## src/shared/pcsd_pkg.sv

```systemverilog
// constants and helpers shared by the pci clock select and divide block
package pcsd_pkg;

  // ---------------------------------------------------------------
  // bus and register map
  // ---------------------------------------------------------------
  localparam int PCSD_ADDR_W = 12;
  localparam int PCSD_NUM_PCI_OUT = 5;
  localparam logic [11:0] PCSD_OUT_CTRL_ADDR = 12'h000;
  localparam logic [11:0] PCSD_LOCAL_CTRL_ADDR = 12'h004;
  localparam logic [11:0] PCSD_RESET_WORD_ADDR = 12'h008;
  localparam logic [11:0] PCSD_SYS_CTRL_ADDR = 12'h00C;
  localparam logic [11:0] PCSD_STAT_ADDR = 12'h010;

  // ---------------------------------------------------------------
  // field positions
  // ---------------------------------------------------------------
  localparam int PCSD_PLL_CODE_LSB = 0;
  localparam int PCSD_IFACE_MODE_BIT = 4;
  localparam int PCSD_CORE_LSB = 8;
  localparam int PCSD_SEC_LSB = 0;
  localparam int PCSD_DRU_LSB = 2;
  localparam int PCSD_MPU_LSB = 4;

  // ---------------------------------------------------------------
  // values after reset
  // ---------------------------------------------------------------
  localparam logic [1:0] PCSD_LOCAL_DIV_RESET = 2'h0;
  localparam logic [3:0] PCSD_PLL_CODE_RESET = 4'h4;
  localparam logic PCSD_IFACE_MODE_RESET = 1'b0;
  localparam logic [3:0] PCSD_CORE_RESET = 4'h2;
  localparam logic [1:0] PCSD_MODE_RESET = 2'h1;

  // ---------------------------------------------------------------
  // encodings and counts
  // ---------------------------------------------------------------
  localparam logic [1:0] PCSD_LDIV_2 = 2'h0;
  localparam logic [1:0] PCSD_LDIV_4 = 2'h1;
  localparam logic [1:0] PCSD_LDIV_8 = 2'h2;
  localparam logic [2:0] PCSD_HALF_2 = 3'h1;
  localparam logic [2:0] PCSD_HALF_4 = 3'h2;
  localparam logic [2:0] PCSD_HALF_8 = 3'h4;
  localparam logic [3:0] PCSD_PLL_CODE_X16 = 4'h0;
  localparam logic [3:0] PCSD_PLL_CODE_RSVD = 4'h1;
  localparam logic [4:0] PCSD_FACTOR_16 = 5'h10;
  localparam logic [1:0] PCSD_CAPTURE_DELAY = 2'h2;

  typedef enum logic [0:0] {
    PCSD_APB_IDLE = 1'b0,
    PCSD_APB_ANSWER = 1'b1
  } pcsd_apb_state_t;

  // multiplication factor from the 4-bit code; zero marks the reserved code
  function automatic logic [4:0] pcsd_pll_factor(input logic [3:0] code);
    logic [4:0] f;
    f = {1'b0, code};
    if (code == PCSD_PLL_CODE_X16) begin
      f = PCSD_FACTOR_16;
    end else if (code == PCSD_PLL_CODE_RSVD) begin
      f = 5'h00;
    end
    return f;
  endfunction

endpackage
```

## src/core/pcsd_clock_ctrl.sv

```systemverilog
// pci clock select and divide block with apb registers
//
// How it works
// - host mode uses host input clock
// - host clock feeds divide by two
// - sync output undivided or halved by strap
// - each pci output divided per select bit
// - sync feedback input realigns internal clocks
// - agent mode uses incoming pci clock
// - local bus clock is half/quarter/eighth
// - interface clock one or two times system
// - memory data two beats per clock
// - pll factor decoded from four-bit code
//
// Chosen here: the placing of the registers and the APB slave port.
`timescale 1ns/1ps
module pcsd_clock_ctrl
  import pcsd_pkg::*;
#(
  parameter int NUM_PCI_OUT = PCSD_NUM_PCI_OUT
) (
  // clock and reset
  input wire logic pclk,
  input wire logic presetn,
  // apb slave
  input wire logic psel,
  input wire logic penable,
  input wire logic pwrite,
  input wire logic [PCSD_ADDR_W-1:0] paddr,
  input wire logic [31:0] pwdata,
  output logic [31:0] prdata,
  output logic pready,
  output logic pslverr,
  // pins and straps
  input wire logic host_input_clock,
  input wire logic pci_clock_in,
  input wire logic sync_feedback_in,
  input wire logic host_mode_strap,
  input wire logic input_divide_config,
  // generated clocks
  output logic pci_sync_out,
  output logic [NUM_PCI_OUT-1:0] pci_clock_out,
  output logic local_bus_clock,
  output logic memory_bus_clock,
  output logic memory_data_beat,
  // clock settings to other modules
  output logic [4:0] system_pll_factor,
  output logic [3:0] core_pll_setting,
  output logic [1:0] security_clock_mode,
  output logic [1:0] dual_role_usb_clock_mode,
  output logic [1:0] multiport_usb_clock_mode
);

  localparam int SY_HCLK = 0;
  localparam int SY_PCLK = 1;
  localparam int SY_SYNC = 2;
  localparam int SY_HOST = 3;
  localparam int SY_DIV = 4;

  logic [4:0] pin_meta;
  logic [4:0] pin_sync;
  logic [1:0] cap_cnt;
  logic cfg_taken;
  logic host_mode;
  logic div_cfg;
  logic prim_prev;
  logic prim_now;
  logic prim_rise;
  logic half_clk;
  logic sync_prev;
  logic sync_rise;
  logic sync_seen;
  logic csb_phase;
  logic csb_tick;
  logic lbiu_tick;
  logic mem_prev;
  logic [NUM_PCI_OUT-1:0] output_clock_control_reg;
  logic [1:0] local_bus_divider;
  logic [3:0] pll_code;
  logic lbiu_2x;
  logic [2:0] lbus_half;
  logic lbus_clk;
  logic mem_clk;
  pcsd_apb_state_t apb_state;
  logic [31:0] next_rdata;
  logic next_err;
  logic wr_en;

  // ---------------------------------------------------------------
  // pin synchronisers
  // ---------------------------------------------------------------
  always_ff @(posedge pclk or negedge presetn) begin
    if (!presetn) begin
      pin_meta <= 5'h00;
      pin_sync <= 5'h00;
    end else begin
      pin_meta <= {input_divide_config, host_mode_strap, sync_feedback_in,
                   pci_clock_in, host_input_clock};
      pin_sync <= pin_meta;
    end
  end

  // ---------------------------------------------------------------
  // strap capture after reset release
  // ---------------------------------------------------------------
  always_ff @(posedge pclk or negedge presetn) begin
    if (!presetn) begin
      cap_cnt <= 2'h0;
      cfg_taken <= 1'b0;
      host_mode <= 1'b0;
      div_cfg <= 1'b0;
    end else if (!cfg_taken) begin
      if (cap_cnt == PCSD_CAPTURE_DELAY) begin
        cfg_taken <= 1'b1;
        host_mode <= pin_sync[SY_HOST];
        div_cfg <= pin_sync[SY_DIV];
      end else begin
        cap_cnt <= cap_cnt + 2'h1;
      end
    end
  end

  // ---------------------------------------------------------------
  // primary clock select and divide by two
  // ---------------------------------------------------------------
  assign prim_now = host_mode ? pin_sync[SY_HCLK] : pin_sync[SY_PCLK];
  assign prim_rise = prim_now & ~prim_prev;

  always_ff @(posedge pclk or negedge presetn) begin
    if (!presetn) begin
      prim_prev <= 1'b0;
      half_clk <= 1'b0;
    end else begin
      prim_prev <= prim_now;
      if (cfg_taken && prim_rise) begin
        half_clk <= ~half_clk;
      end
    end
  end

  always_ff @(posedge pclk or negedge presetn) begin
    if (!presetn) begin
      pci_sync_out <= 1'b0;
    end else if (cfg_taken) begin
      pci_sync_out <= div_cfg ? half_clk : prim_now;
    end
  end

  genvar gi;
  generate
    for (gi = 0; gi < NUM_PCI_OUT; gi++) begin : g_pci_out
      always_ff @(posedge pclk or negedge presetn) begin
        if (!presetn) begin
          pci_clock_out[gi] <= 1'b0;
        end else if (cfg_taken) begin
          pci_clock_out[gi] <= output_clock_control_reg[gi] ? half_clk : prim_now;
        end
      end
    end
  endgenerate

  // ---------------------------------------------------------------
  // internal timebase aligned to sync feedback
  // ---------------------------------------------------------------
  assign sync_rise = pin_sync[SY_SYNC] & ~sync_prev;
  assign csb_tick = csb_phase;
  assign lbiu_tick = lbiu_2x ? 1'b1 : csb_tick;

  always_ff @(posedge pclk or negedge presetn) begin
    if (!presetn) begin
      sync_prev <= 1'b0;
      sync_seen <= 1'b0;
      csb_phase <= 1'b0;
    end else begin
      sync_prev <= pin_sync[SY_SYNC];
      if (sync_rise) begin
        sync_seen <= 1'b1;
        csb_phase <= 1'b0;
      end else begin
        csb_phase <= ~csb_phase;
      end
    end
  end

  always_comb begin
    case (local_bus_divider)
      PCSD_LDIV_2: lbus_half = PCSD_HALF_2;
      PCSD_LDIV_4: lbus_half = PCSD_HALF_4;
      PCSD_LDIV_8: lbus_half = PCSD_HALF_8;
      default: lbus_half = PCSD_HALF_8;
    endcase
  end

  pcsd_divider u_lbus_div (
    .pclk(pclk),
    .presetn(presetn),
    .clear(sync_rise),
    .tick(lbiu_tick),
    .half_count(lbus_half),
    .clk_out(lbus_clk)
  );

  pcsd_divider u_mem_div (
    .pclk(pclk),
    .presetn(presetn),
    .clear(sync_rise),
    .tick(csb_tick),
    .half_count(PCSD_HALF_2),
    .clk_out(mem_clk)
  );

  always_ff @(posedge pclk or negedge presetn) begin
    if (!presetn) begin
      local_bus_clock <= 1'b0;
      memory_bus_clock <= 1'b0;
      mem_prev <= 1'b0;
      memory_data_beat <= 1'b0;
      system_pll_factor <= 5'h00;
    end else begin
      local_bus_clock <= lbus_clk;
      memory_bus_clock <= mem_clk;
      mem_prev <= mem_clk;
      memory_data_beat <= mem_clk ^ mem_prev;
      system_pll_factor <= pcsd_pll_factor(pll_code);
    end
  end

  // ---------------------------------------------------------------
  // apb registers
  // ---------------------------------------------------------------
  assign wr_en = psel && penable && pready && pwrite && !pslverr;

  always_comb begin
    next_rdata = 32'h0000_0000;
    next_err = 1'b0;
    case (paddr)
      PCSD_OUT_CTRL_ADDR: next_rdata[NUM_PCI_OUT-1:0] = output_clock_control_reg;
      PCSD_LOCAL_CTRL_ADDR: next_rdata[1:0] = local_bus_divider;
      PCSD_RESET_WORD_ADDR: begin
        next_rdata[PCSD_PLL_CODE_LSB +: 4] = pll_code;
        next_rdata[PCSD_IFACE_MODE_BIT] = lbiu_2x;
        next_rdata[PCSD_CORE_LSB +: 4] = core_pll_setting;
      end
      PCSD_SYS_CTRL_ADDR: begin
        next_rdata[PCSD_SEC_LSB +: 2] = security_clock_mode;
        next_rdata[PCSD_DRU_LSB +: 2] = dual_role_usb_clock_mode;
        next_rdata[PCSD_MPU_LSB +: 2] = multiport_usb_clock_mode;
      end
      PCSD_STAT_ADDR: begin
        next_rdata[0] = host_mode;
        next_rdata[1] = div_cfg;
        next_rdata[2] = sync_seen;
        next_rdata[3] = (pll_code == PCSD_PLL_CODE_RSVD);
        next_rdata[8:4] = system_pll_factor;
        next_rdata[9] = cfg_taken;
        next_err = pwrite;
      end
      default: next_err = 1'b1;
    endcase
  end

  always_ff @(posedge pclk or negedge presetn) begin
    if (!presetn) begin
      apb_state <= PCSD_APB_IDLE;
      pready <= 1'b0;
      pslverr <= 1'b0;
      prdata <= 32'h0000_0000;
    end else begin
      case (apb_state)
        PCSD_APB_IDLE: begin
          if (psel && !penable) begin
            apb_state <= PCSD_APB_ANSWER;
            pready <= 1'b1;
            pslverr <= next_err;
            prdata <= pwrite ? 32'h0000_0000 : next_rdata;
          end
        end
        PCSD_APB_ANSWER: begin
          apb_state <= PCSD_APB_IDLE;
          pready <= 1'b0;
          pslverr <= 1'b0;
        end
        default: apb_state <= PCSD_APB_IDLE;
      endcase
    end
  end

  always_ff @(posedge pclk or negedge presetn) begin
    if (!presetn) begin
      output_clock_control_reg <= '0;
      local_bus_divider <= PCSD_LOCAL_DIV_RESET;
      pll_code <= PCSD_PLL_CODE_RESET;
      lbiu_2x <= PCSD_IFACE_MODE_RESET;
      core_pll_setting <= PCSD_CORE_RESET;
      security_clock_mode <= PCSD_MODE_RESET;
      dual_role_usb_clock_mode <= PCSD_MODE_RESET;
      multiport_usb_clock_mode <= PCSD_MODE_RESET;
    end else if (wr_en) begin
      case (paddr)
        PCSD_OUT_CTRL_ADDR: output_clock_control_reg <= pwdata[NUM_PCI_OUT-1:0];
        PCSD_LOCAL_CTRL_ADDR: local_bus_divider <= pwdata[1:0];
        PCSD_RESET_WORD_ADDR: begin
          pll_code <= pwdata[PCSD_PLL_CODE_LSB +: 4];
          lbiu_2x <= pwdata[PCSD_IFACE_MODE_BIT];
          core_pll_setting <= pwdata[PCSD_CORE_LSB +: 4];
        end
        PCSD_SYS_CTRL_ADDR: begin
          security_clock_mode <= pwdata[PCSD_SEC_LSB +: 2];
          dual_role_usb_clock_mode <= pwdata[PCSD_DRU_LSB +: 2];
          multiport_usb_clock_mode <= pwdata[PCSD_MPU_LSB +: 2];
        end
        default: ;
      endcase
    end
  end
endmodule // pcsd_clock_ctrl

```

## src/core/pcsd_divider.sv

```systemverilog
// tick driven clock divider with phase clear
`timescale 1ns/1ps
module pcsd_divider
  import pcsd_pkg::*;
(
  // clock and reset
  input wire logic pclk,
  input wire logic presetn,
  // control
  input wire logic clear,
  input wire logic tick,
  input wire logic [2:0] half_count,
  // divided clock
  output logic clk_out
);

  logic [2:0] cnt;

  // ---------------------------------------------------------------
  // count ticks, toggle every half period
  // ---------------------------------------------------------------
  always_ff @(posedge pclk or negedge presetn) begin
    if (!presetn) begin
      cnt <= 3'h0;
      clk_out <= 1'b0;
    end else if (clear) begin
      cnt <= 3'h0;
      clk_out <= 1'b0;
    end else if (tick) begin
      if (cnt >= half_count - 3'h1) begin
        cnt <= 3'h0;
        clk_out <= ~clk_out;
      end else begin
        cnt <= cnt + 3'h1;
      end
    end
  end

endmodule // pcsd_divider

```

## config.mk

```make
export PLATFORM = sky130hd
export DESIGN_NAME = pcsd_clock_ctrl
export DESIGN_NICKNAME = d
export VERILOG_FILES = /design/src/shared/pcsd_pkg.sv /design/src/core/pcsd_clock_ctrl.sv /design/src/core/pcsd_divider.sv
export SDC_FILE = /design/constraint.sdc
export NUM_CORES = 1
export LEC_CHECK = 0
export ABC_AREA = 1
export BUFFER_PORTS_ARGS = -buffer_cell sky130_fd_sc_hd__buf_2
export CAP_MARGIN = 25
export CELL_PAD_IN_SITES_DETAIL_PLACEMENT = 1
export CELL_PAD_IN_SITES_GLOBAL_PLACEMENT = 2
export CORE_MARGIN = 8
export CORE_UTILIZATION = 27
export CTS_CLUSTER_DIAMETER = 80
export DETAILED_ROUTE_END_ITERATION = 8
export PLACE_DENSITY_LB_ADDON = 0.1
export SYNTH_ARGS = -nofsm -noshare
export SYNTH_HDL_FRONTEND = slang
export SYNTH_SLANG_ARGS = --single-unit
export TNS_END_PERCENT = 20
```

## constraint.sdc

```tcl
create_clock -name pclk -period 1.65 [get_ports pclk]
set_input_delay 0.33 -clock pclk [delete_from_list [all_inputs] [get_ports pclk]]
set_output_delay 0.33 -clock pclk [all_outputs]
set_load 0.02 [all_outputs]
```

==> flow_metrics.tcl, run 1 <==
set metrics [dict create \
    worstHoldPathType "input port to flip-flop" \
    clockRootBuffer "clkbuf_16" \
    yosys-top-cells-area "dfrtp_1, nand2_1, nand3_1, buf_4, dfstp_2" \
    timing.fmax_mhz 665.6 \
    synth_cell_types 35 \
    r2r_slack_ns 0.15 \
    cts.sinks 76 \
    die_area_um2 16780 \
    rsz0062_at_grt "no" \
    yosys.area_share.adder_pct 1.797 \
    yosys-mux-area-fraction_pct 0.3235 \
    hpwl_um 7182 \
    synth_area_per_cell_um2 9.537 \
    yosys.area_share.simple_pct 24.01 \
    holdPathStages 1 \
    arrival_ns 1.77 \
    overflow 0 \
    wirelength_um 9299 \
    synth-seq-cells 76 \
    synthCells 365 \
    regMostFlops "prdata" \
    syn_to_final_growth_pct 25.09 \
    cp.required_ns 1.91 \
    synth_top_area_share_pct 51.04 \
    largest_reg_flops 12 \
    worstSetupStartpointType "flip-flop" \
    worstHoldEndpoint "pin_meta[4]" \
    n_antenna_cell 0 \
    cts_tree "built" \
    nets 507 \
    endpoint_kind "flip-flop" \
    drt-pass1-iter-count 4 \
    htreeDepth 3 \
    post-route-util_pct 34.50 \
    maxCapViolCount 0 \
    avgRoutedWirePerCell_um 14.88 \
    clkTransAtPathRegs_ns 0.06 \
    drive_above_1_share_pct 32.89 \
    post-route-period-util_pct 91.05 \
    antenna_found_initial 0 \
    finalHoldViolCount 0 \
    initial_utilization_pct 27.58 \
    status "finished clean" \
    die_h_um 129.5 \
    reg2reg_from "local_bus_divider[1]" \
    ys_warn_count 0 \
    path_class "flip-flop to flip-flop" \
    vias 2645 \
    yosys.area.top_type "dfrtp_1" \
    fin_cells 625 \
    antenna_left 0 \
    cts_setup_buffers 0 \
    synth-xor-area-share_pct 1.258 \
    r2r_cells 9 \
    finalSetupTns_ns 0 \
    numCtsBuffers 9 \
    timing.rr.end "u_lbus_div.clk_out" \
    setup_viol 0 \
    cts_buffer_depth 2 \
    io-pin-count 112 \
    std_cell_rows 41 \
    cellLeakagePower_nw 2.257 \
    final_max_slew_viol_count 0 \
    drt-vias-per-instance 4.232 \
    die_w_um 129.5 \
    clock_skew_ns 0.004119 \
    synth-seq-area-share_pct 54.82 \
    drc 0 \
    insertion_delay_ns 0.33 \
    netlist_area_um2 3481 \
    period_needed_ns 1.502 \
    portBuffers 69 \
    hold_start "input_divide_config" \
    drtIter0Drc 117 \
    synth-compound-area-share_pct 8.196 \
    vdd_ir_drop_max_mv 0.3540 \
    cp_max_fo 3 \
    total_power_mw 4.565 \
    powerDensity_nw_per_um2 1048 \
    placed_cells 608 \
    grt_pass1_vias 2969 \
    grt_use_total_pct 11.97 \
    grt_max_degree 30 \
    synth_top_family_by_area "simple AND/OR/NAND/NOR gates" \
    coreArea_um2 12620 \
    gp_congestion 0.6694 \
    grt_pass1_wl_um 15460 \
]
[stage by stage]
stage / area (µm²) / worst slack, ns / hold slack (ns)
finish: 4354 / 0.1476 / 0.09733
global placement: 4043 / -0.06514 / 0.2769
CTS: 4343 / 0.02136 / 0.08559
floorplan: 3552 / 0.03045 / 0.03441
detailed placement: 4043 / -0.07022 / 0.2795
global route: 4354 / 0.01872 / 0.08335
[critical path: stages (launching register included)]
cell and delay [ns]:
dfrtp_1 0.38, or2_4 0.26, ha_4 0.21, o21ai_2 0.10
nand2_1 0.07, a21oi_2 0.15, nand2_2 0.09, nand2_2 0.07
nand2_1 0.05, o21ai_1 0.06
[cell families after synthesis]
family	Yosys count
buffers and inverters	60
adder cells (fa/ha/maj)	5
AO/OA/AOI/OAI	46
AND/OR/NAND/NOR	170
multiplexers	1
flip-flops	76
XOR/XNOR	5
other	2
[area by class of cell]
type                       count  area [µm²]
timing repair buffer          84       500.5
inverter                      29       111.4
multi-input combinational    248        1345
sequential                    76        1908
clock buffer                  14       264.0
clock inverter                 2       10.01
tap                          172       215.2
fill                        1485        8265
[power breakdown]
group | internal [mW] | switching (mW)
combinational | 0.224 | 0.388
sequential | 2.01 | 0.112
clock | 1.10 | 0.732
total | 3.33 | 1.23
[timing repair]
item	CTS	global route
hold buffers	1	0
pin swaps	4	2
gates resized for setup	4	4
endpoints found under the hold margin	21	0
endpoints found under the setup margin	3	3
[how the worst max path moves through the flow]
| stage | from | to | slack [ns] | cells past startpoint |
|---|---|---|---|---|
| after floorplan | local_bus_divider[1] | u_lbus_div.clk_out | 0.03 | 8 |
| after global placement | local_bus_divider[1] | u_lbus_div.clk_out | -0.07 | 8 |
| after detailed placement | local_bus_divider[1] | u_lbus_div.clk_out | -0.07 | 8 |
| after CTS | local_bus_divider[1] | u_lbus_div.clk_out | 0.02 | 9 |
| after global routing | local_bus_divider[1] | u_lbus_div.clk_out | 0.02 | 9 |
| final | local_bus_divider[1] | u_lbus_div.clk_out | 0.15 | 9 |
[Yosys cell counts, drive strengths merged]
library cell,number
nand2,87
dfrtp,71
nand3,37
nor2,34
o21ai,32
inv,29
buf,25
a21oi,9
clkbuf,6
nand4,6
dfstp,5
ha,5
or2,4
xor2,4
a22o,2
conb,2
nor3,2
o21bai,2
mux2,1
o22ai,1
xnor2,1
[placed cells by master (no fill, tap or decap), types with 3 or more instances in the layout]
cell and count:
dfstp_2 5, nand2_1 78, o21ai_0 12, o21ai_1 8
inv_2 5, xor2_1 4, buf_2 68, nor2_2 5
conb_1 21, ha_1 4, clkbuf_16 9, o21ai_2 12
nand2_2 7, clkbuf_1 3, inv_1 23, a21oi_1 8
buf_12 3, nand3_1 34, buf_4 12, or2_2 3
dfrtp_1 71, nand4_1 5, nor2_1 24, nor2_4 3
[metal layers]
metal  GRT usage [%]  vias up  part of all wire, %
met2           19.79       46                   50
met4           4.918        0                  1.6
li1                -     1305                    -
met3           3.246       11                  4.1
met5               0        -                    0
met1           14.44     1283                   45
Power figures use the tool's default switching activity.
==> inputs of run 2 (changes only) <==
--- a/config.mk
+++ b/config.mk
@@ -11,10 +11,12 @@
 export CELL_PAD_IN_SITES_DETAIL_PLACEMENT = 1
 export CELL_PAD_IN_SITES_GLOBAL_PLACEMENT = 2
 export CORE_MARGIN = 8
-export CORE_UTILIZATION = 27
+export CORE_UTILIZATION = 28
+export CTS_BUF_LIST = sky130_fd_sc_hd__clkbuf_2 sky130_fd_sc_hd__clkbuf_4 sky130_fd_sc_hd__clkbuf_8
 export CTS_CLUSTER_DIAMETER = 80
 export DETAILED_ROUTE_END_ITERATION = 8
 export PLACE_DENSITY_LB_ADDON = 0.1
+export REMOVE_ABC_BUFFERS = 1
 export SYNTH_ARGS = -nofsm -noshare
 export SYNTH_HDL_FRONTEND = slang
 export SYNTH_SLANG_ARGS = --single-unit
==> run 2 against run 1 <==
Effect of this change:
- die area is 3.1% lower
- utilization is 0.85 points higher
- worst hold slack worse by 0.034 ns
- critical path depth decreased by 1
- clock power fell by 26%
- critical endpoint is now u_lbus_div.cnt[0]
- largest power group unchanged
==> flow_metrics.tcl, run 2 (synthesized netlist as in run 1, its figures left out) <==
set metrics [dict create \
    pre_cts_ws_ns -0.1195 \
    worstHoldPathType "input port to flip-flop" \
    insertion_delay_ns 0.36 \
    clkTransAtPathRegs_ns 0.08 \
    timing.final.ws_setup_ns 0.07490 \
    largest_reg_flops 12 \
    gp_congestion 0.7148 \
    nets 508 \
    final_max_slew_viol_count 0 \
    vdd_ir_drop_max_mv 0.4197 \
    fin_cells 622 \
    rsz0062_at_grt "yes" \
    std_cell_rows 40 \
    drt-pass1-iter-count 4 \
    cts_tree "built" \
    holdPathStages 1 \
    regMostFlops "prdata" \
    numCtsBuffers 9 \
    cts_buffer_depth 2 \
    r2r_cells 8 \
    drt-vias-per-instance 4.225 \
    grt_use_total_pct 11.95 \
    hold_start "pci_clock_in" \
    reg2reg_from "local_bus_divider[1]" \
    r2r_slack_ns 0.07 \
    syn_to_final_growth_pct 22.50 \
    clockRootBuffer "clkbuf_8" \
    timing.rr.end "u_lbus_div.cnt[0]" \
    wirelength_um 8933 \
    drtIter0Drc 84 \
    cts.sinks 76 \
    hpwl_um 6942 \
    cp-endpoint "u_lbus_div.cnt[0]" \
    final_common_cell "nand2_1" \
    arrival_ns 1.86 \
    powerDensity_nw_per_um2 963.9 \
    vias 2628 \
    antenna_left 0 \
    finalHoldViolCount 0 \
    drc 0 \
    clock_skew_ns 0.009323 \
    maxCapViolCount 0 \
    avgRoutedWirePerCell_um 14.36 \
    grt_max_degree 33 \
    grt_pass1_vias 2905 \
    die_h_um 127.5 \
    portBuffers 69 \
    post-route-period-util_pct 95.46 \
    overflow 0 \
    placed_cells 604 \
    die_area_um2 16260 \
    die_w_um 127.5 \
    status "finished clean" \
    worstSetupStartpointType "flip-flop" \
    cp.required_ns 1.94 \
    cp-startpoint "local_bus_divider[1]" \
    coreArea_um2 12060 \
    path_class "flip-flop to flip-flop" \
    initial_utilization_pct 28.86 \
    timing.fmax_mhz 634.9 \
    drive_above_1_share_pct 33.48 \
    cellLeakagePower_nw 2.218 \
    period_needed_ns 1.575 \
    htreeDepth 3 \
    post-route-util_pct 35.35 \
    antenna_found_initial 0 \
    cp_max_fo 2 \
    n_antenna_cell 0 \
    io-pin-count 112 \
    most-common-layout-cells "nand2_1, dfrtp_1, buf_2, nand3_1, nor2_1" \
    grt_pass1_wl_um 15040 \
    setup_viol 0 \
    endpoint_kind "flip-flop" \
]
-- run 2: changes by cell type in the layout (fill, tap and decap cells not counted), moves of 2 or more --
cell | before | now
clkbuf_1 | 3 | 0
clkbuf_8 | 2 | 11
clkbuf_16 | 9 | 0
clkinvlp_4 | 0 | 2
-- run 2: worst max-delay path, cell delays in order, from the launching register on --
cell and delay [ns]:
dfrtp_1 0.38, or2_4 0.26, ha_4 0.21, o21ai_2 0.11
nand2_1 0.07, a21oi_2 0.18, buf_4 0.13, nand4_1 0.07
o21ai_1 0.10
-- run 2: area by class of cell --
| type | count | area, µm² |
|---|---|---|
| timing repair buffer | 85 | 508.0 |
| sequential | 76 | 1908 |
| multi-input combinational | 248 | 1343 |
| clock inverter | 4 | 25.02 |
| clock buffer | 12 | 158.9 |
| inverter | 29 | 111.4 |
| fill | 1441 | 7797 |
| tap | 168 | 210.2 |
-- run 2: metrics by stage --
step / hold slack, ns / area (µm²) / setup TNS [ns] / power, mW
2_1_floorplan: 0.03441 / 3337 / 0 / 2.487
3_3_place_gp: 0.2263 / 4038 / -0.05993 / 2.719
3_5_place_dp: 0.2283 / 4038 / -0.2141 / 2.745
4_1_cts: 0.03483 / 4258 / 0 / 4.182
5_1_grt: 0.03200 / 4264 / -0.06117 / 4.373
6_report: 0.06348 / 4264 / 0 / 4.110
-- run 2: worst min path at each step --
stage                              to  slack, ns
final                     pin_meta[1]       0.06
after global routing      pin_meta[1]       0.03
after CTS                 pin_meta[1]       0.03
after detailed placement      div_cfg       0.23
after global placement    pin_meta[3]       0.23
after floorplan             apb_state       0.03
-- run 2: repair_timing --
item | 4_1_cts | 5_1_grt
pin swaps | 4 | 1
resized for setup | 5 | 3
setup buffers | 1 | 0
hold buffers | 1 | 0
endpoints found under the setup margin | 4 | 4
hold endpoints to repair | 15 | 0
-- run 2: layer usage --
metal / vias to the layer above / share of wire, % / track usage, %
met5: - / 0 / 0
met2: 52 / 46 / 18.67
met4: 0 / 2.2 / 6.088
met3: 11 / 5.2 / 3.286
met1: 1264 / 47 / 14.85
li1: 1301 / - / -
-- run 2: power breakdown --
part / switching (mW) / internal, mW / leakage (nW) / total, mW
Clock: 0.706 / 0.640 / 0.0918 / 1.35
Sequential: 0.114 / 2.01 / 0.959 / 2.12
Combinational: 0.403 / 0.240 / 1.17 / 0.643
Total: 1.22 / 2.89 / 2.22 / 4.11
